### config.mk
export PLATFORM = sky130hd
export DESIGN_NAME = dtec_top
export DESIGN_NICKNAME = d
export VERILOG_FILES = /design/src/dtec_pkg.sv /design/src/dtec_top.sv
export SDC_FILE = /design/constraint.sdc
export NUM_CORES = 1
export LEC_CHECK = 0
export BUFFER_PORTS_ARGS = -buffer_cell sky130_fd_sc_hd__buf_2
export CAP_MARGIN = 30
export CELL_PAD_IN_SITES_DETAIL_PLACEMENT = 0
export CELL_PAD_IN_SITES_GLOBAL_PLACEMENT = 1
export CORE_MARGIN = 4
export CORE_UTILIZATION = 25
export CTS_CLUSTER_DIAMETER = 40
export CTS_CLUSTER_SIZE = 14
export DETAILED_ROUTE_END_ITERATION = 8
export PLACE_DENSITY = 0.52
export SLEW_MARGIN = 20
export SYNTH_ARGS = -nofsm -noshare
export SYNTH_HDL_FRONTEND = slang
export SYNTH_SLANG_ARGS = --single-unit
### constraint.sdc
create_clock -name CLOCK -period 9.16 [get_ports CLOCK]
set_clock_uncertainty 0.15 [all_clocks]
set_input_delay 0.916 -clock CLOCK [delete_from_list [all_inputs] [get_ports CLOCK]]
set_output_delay 0.916 -clock CLOCK [all_outputs]
set_load 0.005 [all_outputs]
### src/dtec_pkg.sv
// Shared constants, types and register map of the dual timer/event counter.
`default_nettype none

package dtec_pkg;

  // Register locations on the plain register port.
  localparam logic [7:0] ADDR_C0_DATA = 8'h0d;
  localparam logic [7:0] ADDR_C0_CTRL = 8'h0e;
  localparam logic [7:0] ADDR_C1_HIGH = 8'h0f;
  localparam logic [7:0] ADDR_C1_LOW = 8'h10;
  localparam logic [7:0] ADDR_C1_CTRL = 8'h11;

  // Control register field positions.
  localparam int CTRL_MODE_LSB = 6;
  localparam int CTRL_RUN_BIT = 4;
  localparam int CTRL_EDGE_BIT = 3;

  // Control register value after pin and bus resets (warm reset keeps it): edge bit set, stopped.
  localparam logic [7:0] CTRL_RESET = 8'h08;

  // Counter widths and wrap values.
  localparam int CNT0_W = 8;
  localparam int CNT1_W = 16;
  localparam logic [15:0] CNT0_MAX = 16'h00ff;
  localparam logic [15:0] CNT1_MAX = 16'hffff;
  localparam logic [15:0] CNT_RESET = 16'h0000;

  // Internal time base: system clock divided by four.
  localparam int PRESCALE_DIV = 4;
  localparam logic [1:0] DIV_LAST = 2'(PRESCALE_DIV - 1);

  typedef enum logic [1:0] {
    MODE_UNUSED = 2'b00,
    MODE_EVENT = 2'b01,
    MODE_TIMER = 2'b10,
    MODE_PULSE = 2'b11
  } dtec_mode_t;

  typedef enum logic [1:0] {
    PW_ARM = 2'b00,
    PW_MEAS = 2'b01,
    PW_DONE = 2'b11
  } dtec_pw_t;

  typedef struct packed {
    dtec_mode_t mode;
    logic run_bit;
    logic edge_select;
  } dtec_ctrl_t;

  typedef struct packed {
    logic [7:0] addr;
    logic [7:0] wdata;
    logic wr;
    logic rd;
  } dtec_bus_t;

endpackage

`default_nettype wire

### src/dtec_top.sv
// Dual count-up timer/event counter (8-bit and 16-bit) with register port.
`timescale 1ns/1ps
`default_nettype none

module dtec_top (
  // Clock and resets.
  input wire logic CLOCK,
  input wire logic SRST,
  input wire logic WARM_RST,
  input wire logic BUS_RST,
  // Register port.
  input wire dtec_pkg::dtec_bus_t BUS,
  output logic [7:0] RDATA,
  // Counter pins and interrupt enables.
  input wire logic [1:0] EVT_IN,
  input wire logic [1:0] IRQ_EN,
  // Events.
  output logic [1:0] OVF_PULSE,
  output logic [1:0] IRQ_REQ,
  output logic WAKEUP
);
  import dtec_pkg::*;

  function automatic logic [15:0] cnt_max(input int idx);
    return (idx == 0) ? CNT0_MAX : CNT1_MAX;
  endfunction

  function automatic logic [7:0] ctrl_read(input dtec_ctrl_t c);
    return {c.mode, 1'b0, c.run_bit, c.edge_select, 3'b000};
  endfunction

  logic [1:0] div_q;
  logic tick_q;
  logic [1:0] sync1_q;
  logic [1:0] sync2_q;
  logic [1:0] prev_q;
  logic [2:0] arm_q;
  logic [7:0] lowbuf_q;
  logic [7:0] rdata_q;
  logic [1:0] ovf_q;
  logic [1:0] irq_q;
  logic wake_q;
  dtec_ctrl_t ctrl_q [2];
  dtec_pw_t pw_q [2];
  logic [15:0] preload_q [2];
  logic [15:0] cnt_q [2];
  logic [15:0] pl_val [2];
  logic [1:0] pl_wr;
  logic [1:0] ctrl_wr;
  logic [1:0] hold;
  logic [1:0] rise;
  logic [1:0] fall;
  logic [1:0] edge_hit;
  logic [1:0] edge_back;
  logic [1:0] count_en;
  logic [1:0] wrap;
  logic [1:0] ovf;
  logic [1:0] pw_end;
  logic wr_c1_low;

  // Divide-by-four time base; warm reset only restarts its phase.
  always_ff @(posedge CLOCK) begin
    if (SRST || WARM_RST) begin
      div_q <= 2'h0;
      tick_q <= 1'b0;
    end else begin
      div_q <= div_q + 2'h1;
      tick_q <= (div_q == DIV_LAST);
    end
  end

  // Pin synchronisers and edge history.
  always_ff @(posedge CLOCK) begin
    if (SRST) begin
      sync1_q <= 2'h0;
      sync2_q <= 2'h0;
      prev_q <= 2'h0;
      arm_q <= 3'h0;
    end else begin
      sync1_q <= EVT_IN;
      sync2_q <= sync1_q;
      prev_q <= sync2_q;
      arm_q <= {arm_q[1:0], 1'b1};
    end
  end

  // A pin that rests high would otherwise look like a rising edge right after reset.
  assign rise = sync2_q & ~prev_q & {2{arm_q[2]}};
  assign fall = ~sync2_q & prev_q & {2{arm_q[2]}};

  // Register port decode.
  assign pl_wr[0] = BUS.wr && (BUS.addr == ADDR_C0_DATA);
  assign pl_wr[1] = BUS.wr && (BUS.addr == ADDR_C1_HIGH);
  assign ctrl_wr[0] = BUS.wr && (BUS.addr == ADDR_C0_CTRL);
  assign ctrl_wr[1] = BUS.wr && (BUS.addr == ADDR_C1_CTRL);
  assign wr_c1_low = BUS.wr && (BUS.addr == ADDR_C1_LOW);
  assign hold[0] = BUS.rd && (BUS.addr == ADDR_C0_DATA);
  assign hold[1] = BUS.rd && (BUS.addr == ADDR_C1_HIGH);
  assign pl_val[0] = {8'h00, BUS.wdata};
  assign pl_val[1] = {BUS.wdata, lowbuf_q};

  for (genvar g = 0; g < 2; g++) begin : g_cnt
    assign edge_hit[g] = ctrl_q[g].edge_select ? fall[g] : rise[g];
    assign edge_back[g] = ctrl_q[g].edge_select ? rise[g] : fall[g];
    assign wrap[g] = (cnt_q[g] == cnt_max(g));
    assign ovf[g] = count_en[g] && wrap[g];
    assign pw_end[g] = (pw_q[g] == PW_MEAS) && edge_back[g];

    always_comb begin
      count_en[g] = 1'b0;
      unique case (ctrl_q[g].mode)
        MODE_EVENT: count_en[g] = edge_hit[g];
        MODE_TIMER: count_en[g] = tick_q;
        MODE_PULSE: count_en[g] = tick_q && (pw_q[g] == PW_MEAS);
        MODE_UNUSED: count_en[g] = 1'b0;
      endcase
      count_en[g] = count_en[g] && ctrl_q[g].run_bit && !hold[g];
    end

    // Software write wins over the hardware clear of the run bit.
    always_ff @(posedge CLOCK) begin
      if (SRST || BUS_RST) begin
        ctrl_q[g] <= dtec_ctrl_t'({CTRL_RESET[7:6], CTRL_RESET[4:3]});
      end else if (ctrl_wr[g]) begin
        ctrl_q[g].mode <= dtec_mode_t'(BUS.wdata[CTRL_MODE_LSB +: 2]);
        ctrl_q[g].run_bit <= BUS.wdata[CTRL_RUN_BIT];
        ctrl_q[g].edge_select <= BUS.wdata[CTRL_EDGE_BIT];
      end else if (pw_end[g]) begin
        ctrl_q[g].run_bit <= 1'b0;
      end
    end

    // Pulse-width sequence; a control write re-arms it.
    always_ff @(posedge CLOCK) begin
      if (SRST || BUS_RST || ctrl_wr[g]) begin
        pw_q[g] <= PW_ARM;
      end else begin
        unique case (pw_q[g])
          PW_ARM: begin
            if (ctrl_q[g].mode == MODE_PULSE && ctrl_q[g].run_bit && edge_hit[g]) begin
              pw_q[g] <= PW_MEAS;
            end
          end
          PW_MEAS: begin
            if (edge_back[g]) begin
              pw_q[g] <= PW_DONE;
            end
          end
          PW_DONE: pw_q[g] <= PW_DONE;
        endcase
      end
    end

    always_ff @(posedge CLOCK) begin
      if (SRST) begin
        preload_q[g] <= CNT_RESET;
      end else if (pl_wr[g]) begin
        preload_q[g] <= pl_val[g];
      end
    end

    // Bus reset and warm reset keep the count.
    always_ff @(posedge CLOCK) begin
      if (SRST) begin
        cnt_q[g] <= CNT_RESET;
      end else if (pl_wr[g] && !ctrl_q[g].run_bit) begin
        cnt_q[g] <= pl_val[g];
      end else if (count_en[g]) begin
        cnt_q[g] <= wrap[g] ? preload_q[g] : cnt_q[g] + 16'h0001;
      end
    end
  end

  // Low-byte buffer.
  always_ff @(posedge CLOCK) begin
    if (SRST) begin
      lowbuf_q <= 8'h00;
    end else if (wr_c1_low) begin
      lowbuf_q <= BUS.wdata;
    end else if (hold[1]) begin
      lowbuf_q <= cnt_q[1][7:0];
    end
  end

  // Read data stands only in the cycle after the read strobe.
  always_ff @(posedge CLOCK) begin
    if (SRST || !BUS.rd) begin
      rdata_q <= 8'h00;
    end else begin
      unique case (BUS.addr)
        ADDR_C0_DATA: rdata_q <= cnt_q[0][7:0];
        ADDR_C0_CTRL: rdata_q <= ctrl_read(ctrl_q[0]);
        ADDR_C1_HIGH: rdata_q <= cnt_q[1][15:8];
        ADDR_C1_LOW: rdata_q <= lowbuf_q;
        ADDR_C1_CTRL: rdata_q <= ctrl_read(ctrl_q[1]);
        default: rdata_q <= 8'h00;
      endcase
    end
  end

  // Overflow events; each is visible in the cycle the reload lands.
  always_ff @(posedge CLOCK) begin
    if (SRST) begin
      ovf_q <= 2'h0;
      irq_q <= 2'h0;
      wake_q <= 1'b0;
    end else begin
      ovf_q <= ovf;
      irq_q <= ovf & IRQ_EN;
      wake_q <= |ovf;
    end
  end

  assign RDATA = rdata_q;
  assign OVF_PULSE = ovf_q;
  assign IRQ_REQ = irq_q;
  assign WAKEUP = wake_q;
endmodule // dtec_top

`default_nettype wire

# After elaboration in Yosys (flattened, before gate mapping)
# Memory sizes are Yosys's and may differ from the RTL's.
# Cells that the tools add are included.
# W data, S select, Z words.
# op_classes
addsub,3
eq_ne,18
mux,96
n_reduce_logical,39
n_bitwise,27
# op_table
cell,n
$mux W16,8
$mux W1,75
$pmux W8 S5,1
$add A16 B1 Y16 const B,2
$eq A8 B4 Y1 const B,3
$logic_and A1 B1 Y1,23
$or A1 B1 Y1,20
$eq A16 B16 Y1 const B,1
$eq A16 B8 Y1 const B,1
$eq A8 B5 Y1 const B,2
$mux W2,8
$mux W8,2
$eq A2 B2 Y1 const B,7
$and A2 B2 Y2,5
$eq A2 B1 Y1 const B,4
$logic_not A2 Y1,4
$pmux W1 S4,2
$logic_not A1 Y1,5
$logic_or A1 B1 Y1,5
$not A2 Y2,2
$add A2 B1 Y2 const B,1
$reduce_bool A2 Y1,1
$reduce_or A2 Y1,1
# word_totals
word_cells,199
mem_count,4
ram_bits,76
ff_bits,33
output_inout_bits,13
# memory_table
name,words,width,rd,rd_clocked_by_memory_dff,wr,line_no,text
cnt_q,2,16,2,0,2,dtec_top.sv:46,logic [15:0] cnt_q [2];
preload_q,2,16,2,0,2,dtec_top.sv:45,logic [15:0] preload_q [2];
ctrl_q,2,4,2,0,2,dtec_top.sv:43,dtec_ctrl_t ctrl_q [2];
pw_q,2,2,2,0,2,dtec_top.sv:44,dtec_pw_t pw_q [2];

# Logic depth before layout (Yosys ltp)
# Gate-level depths: netlist of the first run.
# depth
ltp_word,12
ltp_mapped,7
mapped_depth_nobuf,6

# Worst setup path after synthesis of the first run
# Ideal clock, no wire load.
# synth_timing
kind,input port to flip-flop
startpoint,in BUS[15] in the netlist's numbering
endpoint,mem cnt_q[1][0] (enable)
path_buffers,1
slack_ps,4946
arrival_time_ps,3617
required_time_ps,8563
stages,4
cell_sequence,nor4b_4 -> nand2_1 -> clkbuf_1 -> o311ai_0
# synth_lines
element,line_no,text
start: declaration,dtec_top.sv:12,"input wire dtec_pkg::dtec_bus_t BUS,"
end: declaration,dtec_top.sv:46,

==> results of run 1 <==
power by group:
| part | switching [mW] | total (mW) | internal (mW) |
|---|---|---|---|
| clock network | 0.187 | 0.437 | 0.250 |
| registers | 0.0147 | 0.514 | 0.499 |
| logic | 0.0327 | 0.0511 | 0.0184 |
| total | 0.234 | 1.00 | 0.767 |
cells in the final DEF, fill, tap and decap left out, drive strengths merged, types with 6 or more instances in the layout:
master	instances
and2	36
dfxtp	34
o21ai	28
nor3	12
nor2	26
nand4	9
a22o	15
o221ai	6
edfxtp	67
xnor2	12
buf	46
nor4	17
a22oi	7
and4	7
xor2	7
clkbuf	10
nor2b	9
a21oi	13
nand3	13
inv	23
a31oi	6
mux2i	7
nand2b	6
nand2	49
per-stage QoR:
stage / instances / power, mW / utilization (%)
finish: 798 / 1.00 / 29.6
global route: 798 / 1.04 / 29.6
CTS: 796 / 1.01 / 29.5
floorplan: 487 / 0.548 / -
global placement: 780 / 0.575 / 27.9
detailed placement: 780 / 0.576 / 27.9
cell type report:
class	instances	area [um2]	area share, %
multi-input combinational	345	2300	38.4
sequential	101	2690	44.9
clock buffer	10	239	3.99
inverter	20	75.1	1.25
timing repair buffer	46	254	4.24
clock inverter	6	92.6	1.54
tap	270	338	5.63
cells by family (layout without fill, tap and decap cells):
kind of cell | count (synthesis) | in the layout | synth area share (%)
AOI/OAI and AO/OA | 104 | 104 | 14.2
xor gates and xnor gates | 19 | 19 | 3.23
adders and majority gates | 3 | 3 | 0.728
buffers and inverters | 41 | 82 | 3.42
DFF | 101 | 101 | 52.2
muxes | 11 | 11 | 2.23
and+or+nand+nor | 208 | 208 | 24.0
flip-flops by register name, summed over array words and instances (netlist names), 3 cells and up:
name / count
ctrl_q: 8
lowbuf_q: 8
arm_q: 3
pw_q: 4
preload_q: 24
cnt_q: 32
RDATA: 8
synth_stat cells, drive strengths merged (6+ instances only):
library cell  number  area (um2)
mux2i              7        70.1
nand3             13        65.1
dfxtp             34         681
and2              36         225
a21oi             13        65.1
and4               7        62.6
inv               20        75.1
edfxtp            67        2010
buf               11        62.6
nor2              26        97.6
xor2               7        61.3
a22o              15         131
nor4              17         158
clkbuf            10        38.8
nand2             49         191
nand4              9        62.6
nor2b              9        56.3
o221ai             6        52.6
a31oi              6        37.5
nor3              12        70.1
xnor2             12         105
o21ai             28         148
a22oi              7        52.6
nand2b             6        37.5
routing by layer:
| layer | wire, um | global-route usage [%] |
|---|---|---|
| met2 | 6790 | 21.0 |
| met4 | 242 | 4.72 |
| met5 | 0 | 0 |
| met3 | 577 | 1.93 |
| met1 | 7140 | 18.6 |
path summary, 6_finish.rpt:
check / startpoint / to / slack (ns) / cells after the start
min: div_q[0] / div_q[0] / 0.28 / 1
min reg2reg: div_q[0] / div_q[0] / 0.28 / 1
max: BUS[14] / cnt_q[1][8] / 6.04 / 6
max reg2reg: cnt_q[0][12] / cnt_q[0][1] / 6.57 / 5
==> results.rst, run 1 <==
.. list-table::
   :header-rows: 1

   * - Metric
     - Value
   * - Final setup violation count
     - 0
   * - Num ports
     - 39
   * - Critical path class
     - input pin to flop
   * - Routed wire length
     - 14700 um
   * - Synthesized area per cell
     - 10.6 um2
   * - Global-route wire length before repair
     - around 23000 um
   * - Initial antenna violation count
     - 1
   * - Commonest register cell after synthesis
     - edfxtp_1
   * - Maximum level of the CTS H-tree
     - 3
   * - Path class of the lowest-slack min-delay path
     - flop to flop
   * - Die outline width
     - 152 um
   * - Async set or reset register ratio after synthesis
     - 0%
   * - Max stage delay on crit path
     - 0.89 ns
   * - Setup Slack @ Placement
     - 5.62 ns
   * - Max capacitance violation total
     - 0
   * - Latest clock arrival within the worst-skew pair
     - 0.36 ns
   * - Number of global-route vias before repair
     - 3859
   * - Routed via count
     - about 3.9k
   * - Post-synthesis net count
     - 516
   * - Period utilisation layout
     - between 30% and 40%
   * - Die extent in y
     - 152 um
   * - Fillers
     - 2100
   * - Last weighted congestion value of the routability-driven placer
     - 0.796
   * - Max-slew violation total from the final report
     - 0
   * - Area of placed instances
     - 5650 um2
   * - All-layer global routing usage
     - 13.3%
   * - CTS tree
     - built
   * - Clock period minus worst slack
     - 3.12 ns
   * - Initial core utilization
     - 25.5%
   * - Area Growth Syn to Fin
     - 16.2%
   * - Clock buffer count from CTS
     - 9
   * - Post-synthesis sequential area ratio
     - 52.2%
   * - Final standard cell area without fillers
     - between 5000 and 6000 um2
   * - Post-synthesis instance area
     - slightly above 5000 um2
   * - Clock net sink count
     - 101
   * - Final worst-path setup slack
     - 6.04 ns
   * - Family with the most delay on the worst path
     - simple AND/OR/NAND/NOR gates
   * - Largest net degree at the start of global routing
     - 35
   * - Number of flops mapped to enable cells by yosys
     - 67
   * - Worst slew margin
     - between 30% and 40%
   * - Status
     - finished, final reports clean
   * - Number of remaining DRC errors
     - 0
   * - Gr ovfl total
     - 0
   * - Detailed Place HPWL
     - 10400 um
   * - IR Drop Worst-Case VDD
     - 0.0860 mV
   * - Count of nets after finishing
     - approximately 550
   * - Die Outline Area
     - 23000 um2
   * - Length of the first detailed-routing pass in iterations
     - 4
   * - Mean routed wirelength per cell
     - 18.5 um
   * - Buffers plus inverters on the worst setup path
     - 1
   * - Port buffer count
     - 38
   * - Root buffer selected by CTS
     - clkbuf_16
   * - Critical path endpoint category
     - flop
   * - Highest Clock Rate
     - 320 MHz
   * - Number of buffers inserted by hold repair at cts
     - 0
   * - Fraction of layout cells with a size suffix above 1
     - 16.7%
   * - Number of flip-flops and latches in the synthesized netlist
     - 101
   * - Critical path data arrival time
     - approximately 3.2 ns
   * - Final hold slack
     - ~0.28 ns
   * - First-iteration detailed-routing DRC count
     - 215
   * - Total power divided by cell area
     - 167 nW/um2
   * - Peak fanout along the critical path
     - 18
   * - Number of diodes added for antenna fixing
     - 0
   * - Critical path cell sequence
     - buf_2, and3b_1, nand2_2, nor4_4, nand2_1, o31ai_1
   * - Warnings from Yosys
     - 0
   * - Final-layout setup total negative slack
     - 0 ns
   * - Standard-cell row count
     - 52
   * - Number of cells produced by synthesis
     - 487
   * - WP data required
     - approximately 9.2 ns
   * - Clock slew at the register clock pins of the worst setup and hold paths
     - ~0.070 ns
   * - Count of distinct cell types in the synthesized netlist
     - 67
   * - Number of gates given a new drive strength after cts
     - 0
   * - Total core area
     - ~20000 um2
   * - Antenna-violating nets left
     - 0
   * - Maximum root-to-sink buffer count
     - 2
   * - Critical path startpoint category
     - input pin
   * - CP max stage cell
     - nor4_4
   * - Count of final hold-check violations
     - 0
   * - Standby leakage power
     - 2.11 nW
   * - Setup fix buffers added after clock tree synthesis
     - 0
   * - Unrepaired setup endpoints after global routing
     - false
   * - Post-DR vias/cell
     - 4.85
   * - Worst Tran Pin Value
     - 0.946 ns
(Power assumes the default switching activity.)
==> inputs of run 2 (changes only) <==
==> constraint.sdc (replaced) <==
create_clock -name CLOCK -period 3 [get_ports CLOCK]
set_clock_uncertainty 0.15 [all_clocks]
set_input_delay 0.3 -clock CLOCK [delete_from_list [all_inputs] [get_ports CLOCK]]
set_output_delay 0.3 -clock CLOCK [all_outputs]
set_load 0.005 [all_outputs]
==> run 2 against run 1 <==
  * Global-route usage up 0.60 points
  * Sequential power rose to 3.1 times the previous value
  * Critical path depth fell by 1
  * Routed wire length is 2.8% higher
  * Hold slack worse by 0.26 ns
  * Setup slack got worse by 5.6 ns
  * Cell area up 0.71%
  * First-iteration DRC count is 59% higher
  * Combinational power grew to 3.3 times the previous value
  * Non-clock buffer count up 12
  * Critical endpoint is now cnt_q[1][12]
==> results.rst, run 2 (synthesis results as in run 1) <==
.. list-table::
   :header-rows: 1

   * - Metric
     - Value
   * - Status
     - finished, final reports clean
   * - Latest clock arrival within the worst-skew pair
     - 0.35 ns (about the same)
   * - Number of global-route vias before repair
     - 3925 (+1.7%)
   * - Utilization after layout
     - 29.8% (+0.21 points)
   * - Total design power
     - 2.89 mW (+190%)
   * - Most frequent cells in the layout
     - 67 x edfxtp_1, 46 x nand2_1, 38 x buf_2
   * - All-layer global routing usage
     - 13.9% (+0.60 points)
   * - Die Outline Area
     - 23000 um2 (unchanged)
   * - Length of the first detailed-routing pass in iterations
     - 5 (+1)
   * - Clock buffer count from CTS
     - 9 (unchanged)
   * - Count of final hold-check violations
     - 0 (unchanged)
   * - Worst slew margin
     - 39.8% (+3.3 points)
   * - Largest net degree at the start of global routing
     - 34 (-2.9%)
   * - Total power divided by cell area
     - 478 nW/um2 (+190%)
   * - Setup Slack @ Placement
     - 0.335 ns (-5.28 ns)
   * - Root buffer selected by CTS
     - clkbuf_16
   * - Largest registers ranked by flip-flop count
     - cnt_q: 32 flops, preload_q: 24 flops
   * - Peak fanout along the critical path
     - 18 (unchanged)
   * - WP data required
     - 2.94 ns (-6.25 ns)
   * - Final worst-path setup slack
     - 0.405 ns (-5.63 ns)
   * - Global-route wire length before repair
     - 23800 um (+4.5%)
   * - Final standard cell area without fillers
     - 6040 um2 (+0.71%)
   * - Critical path class
     - flop to flop
   * - Num ports
     - 39 (unchanged)
   * - Initial core utilization
     - 25.5% (unchanged)
   * - Highest Clock Rate
     - 385 MHz
   * - Initial antenna violation count
     - 1 (unchanged)
   * - Mean routed wirelength per cell
     - 18.7 um (+1.3%)
   * - Max Used Layer
     - met4
   * - Maximum root-to-sink buffer count
     - 2 (unchanged)
   * - Power dissipated by switching net loads
     - 0.680 mW (+190%)
   * - Unrepaired setup endpoints after global routing
     - false
   * - Final hold slack
     - 0.0132 ns (-0.263 ns)
   * - Detailed-routing wirelength on met1
     - 7350 um (+3.0%)
   * - Last weighted congestion value of the routability-driven placer
     - 0.820 (+3.1%)
   * - Max capacitance violation total
     - 0 (unchanged)
   * - Met2 wire len
     - 6710 um (-1.2%)
   * - Routed wire length
     - 15200 um (+2.8%)
   * - Routed via count
     - 3962 (+2.5%)
   * - Max-slew violation total from the final report
     - 0 (unchanged)
   * - Top register by number of flip-flops
     - cnt_q
   * - Final setup violation count
     - 0 (unchanged)
   * - Standby leakage power
     - 2.13 nW (+1.3%)
   * - Max reg flops
     - 32 (unchanged)
   * - Clock power frac
     - 39.8% (-3.8 points)
   * - Die outline width
     - 152 um (unchanged)
   * - Period utilisation layout
     - 86.5%
   * - Fin cells
     - 810 (+1.5%)
   * - Critical path startpoint category
     - flop
   * - Relative contribution of sequential cells to total power
     - 54.3% (+3.0 points)
   * - CTS tree
     - built
   * - Cell count after placement
     - 791 (+1.4%)
   * - Clock period minus worst slack
     - 2.59 ns
   * - Most frequent standard cell in the layout excluding fill and tap cells
     - edfxtp_1
   * - Count of nets after finishing
     - 564 (+2.2%)
   * - Switching part of the total power
     - 23.6% (+0.18 points)
   * - Detailed Place HPWL
     - 10900 um (+4.4%)
   * - Area Growth Syn to Fin
     - 17.1%
   * - IR Drop Worst-Case VDD
     - 0.246 mV (+190%)
   * - Clock slew at the register clock pins of the worst setup and hold paths
     - 0.07 ns (about the same)
   * - Critical path endpoint category
     - flop
   * - Fraction of layout cells with a size suffix above 1
     - 17.2% (+0.56 points)
   * - Post-DR vias/cell
     - 4.89 (+0.94%)
   * - Final-layout setup total negative slack
     - 0 ns (unchanged)
   * - Die extent in y
     - 152 um (unchanged)
   * - Antenna-violating nets left
     - 0 (unchanged)
   * - Design internal power
     - 2.21 mW (+190%)
   * - Total core area
     - 20200 um2 (unchanged)
   * - Path class of the lowest-slack min-delay path
     - input pin to flop
   * - Critical path data arrival time
     - 2.53 ns (-0.63 ns)
   * - Number of diodes added for antenna fixing
     - 0 (unchanged)
   * - Gr ovfl total
     - 0 (unchanged)
   * - Clock net sink count
     - 101 (unchanged)
   * - Standard-cell row count
     - 52 (unchanged)
   * - Fillers
     - 2086 (-0.67%)
   * - Worst Tran Pin Value
     - 0.902 ns (-0.0431 ns)
   * - First-iteration detailed-routing DRC count
     - 341 (+59%)
   * - Amount of wire on met3 after detailed routing
     - 789 um (+37%)
   * - Combinational share of power
     - 5.9% (+0.8 points)
   * - Maximum level of the CTS H-tree
     - 3 (unchanged)
   * - Number of remaining DRC errors
     - 0 (unchanged)
   * - Number of gates given a new drive strength after cts
     - 0 (unchanged)
   * - Port buffer count
     - 38 (unchanged)
   * - Area of placed instances
     - 5730 um2 (+1.5%)
   * - Setup fix buffers added after clock tree synthesis
     - 0 (unchanged)
## run 2: final cells by class
| type | count | area, um2 | area share (%) |
|---|---|---|---|
| inverters | 20 | 75.1 | 1.24 |
| clock buffers | 14 | 265 | 4.39 |
| clock inverters | 2 | 15.0 | 0.249 |
| repair buffers | 58 | 348 | 5.76 |
| well taps | 270 | 338 | 5.59 |
| multi-input cells | 345 | 2300 | 38.2 |
| flip-flops and latches | 101 | 2690 | 44.6 |
## run 2: worst paths after layout
| check | startpoint | endpoint | slack (ns) | cells past startpoint |
|---|---|---|---|---|
| hold reg to reg | div_q[0] | div_q[0] | 0.28 | 1 |
| setup / recovery | ctrl_q[1][0] | cnt_q[1][12] | 0.41 | 5 |
| hold / removal | EVT_IN[1] | sync1_q[1] | 0.01 | 2 |
| setup reg to reg | ctrl_q[1][0] | cnt_q[1][12] | 0.41 | 5 |
## run 2: repair_timing
item | in CTS | in global routing
endpoints found under the setup margin | 0 | 0
endpoints found under the hold margin | 2 | 1
hold buffers | 2 | 1
## run 2: worst max-delay path: stages (launching register included)
cell and delay [ns]:
edfxtp_1 0.45, and3b_1 0.23, o2111a_1 0.27, o2111ai_2 0.74
o311ai_2 0.20, buf_4 0.27
## run 2: power groups by stage
stage | registers (mW) | clock network [mW] | logic [mW]
after global placement | 1.60 | 0 | 0.167
after floorplan | 1.58 | 0 | 0.0926
after global routing | 1.57 | 1.24 | 0.186
final | 1.57 | 1.15 | 0.169
after detailed placement | 1.60 | 0 | 0.168
after CTS | 1.57 | 1.19 | 0.170
## run 2: routing by layer
metal,track usage (%),vias to the layer above
met5,0,-
met4,4.04,0
met3,3.24,17
met2,20.9,106
met1,19.8,1928
li1,-,1911
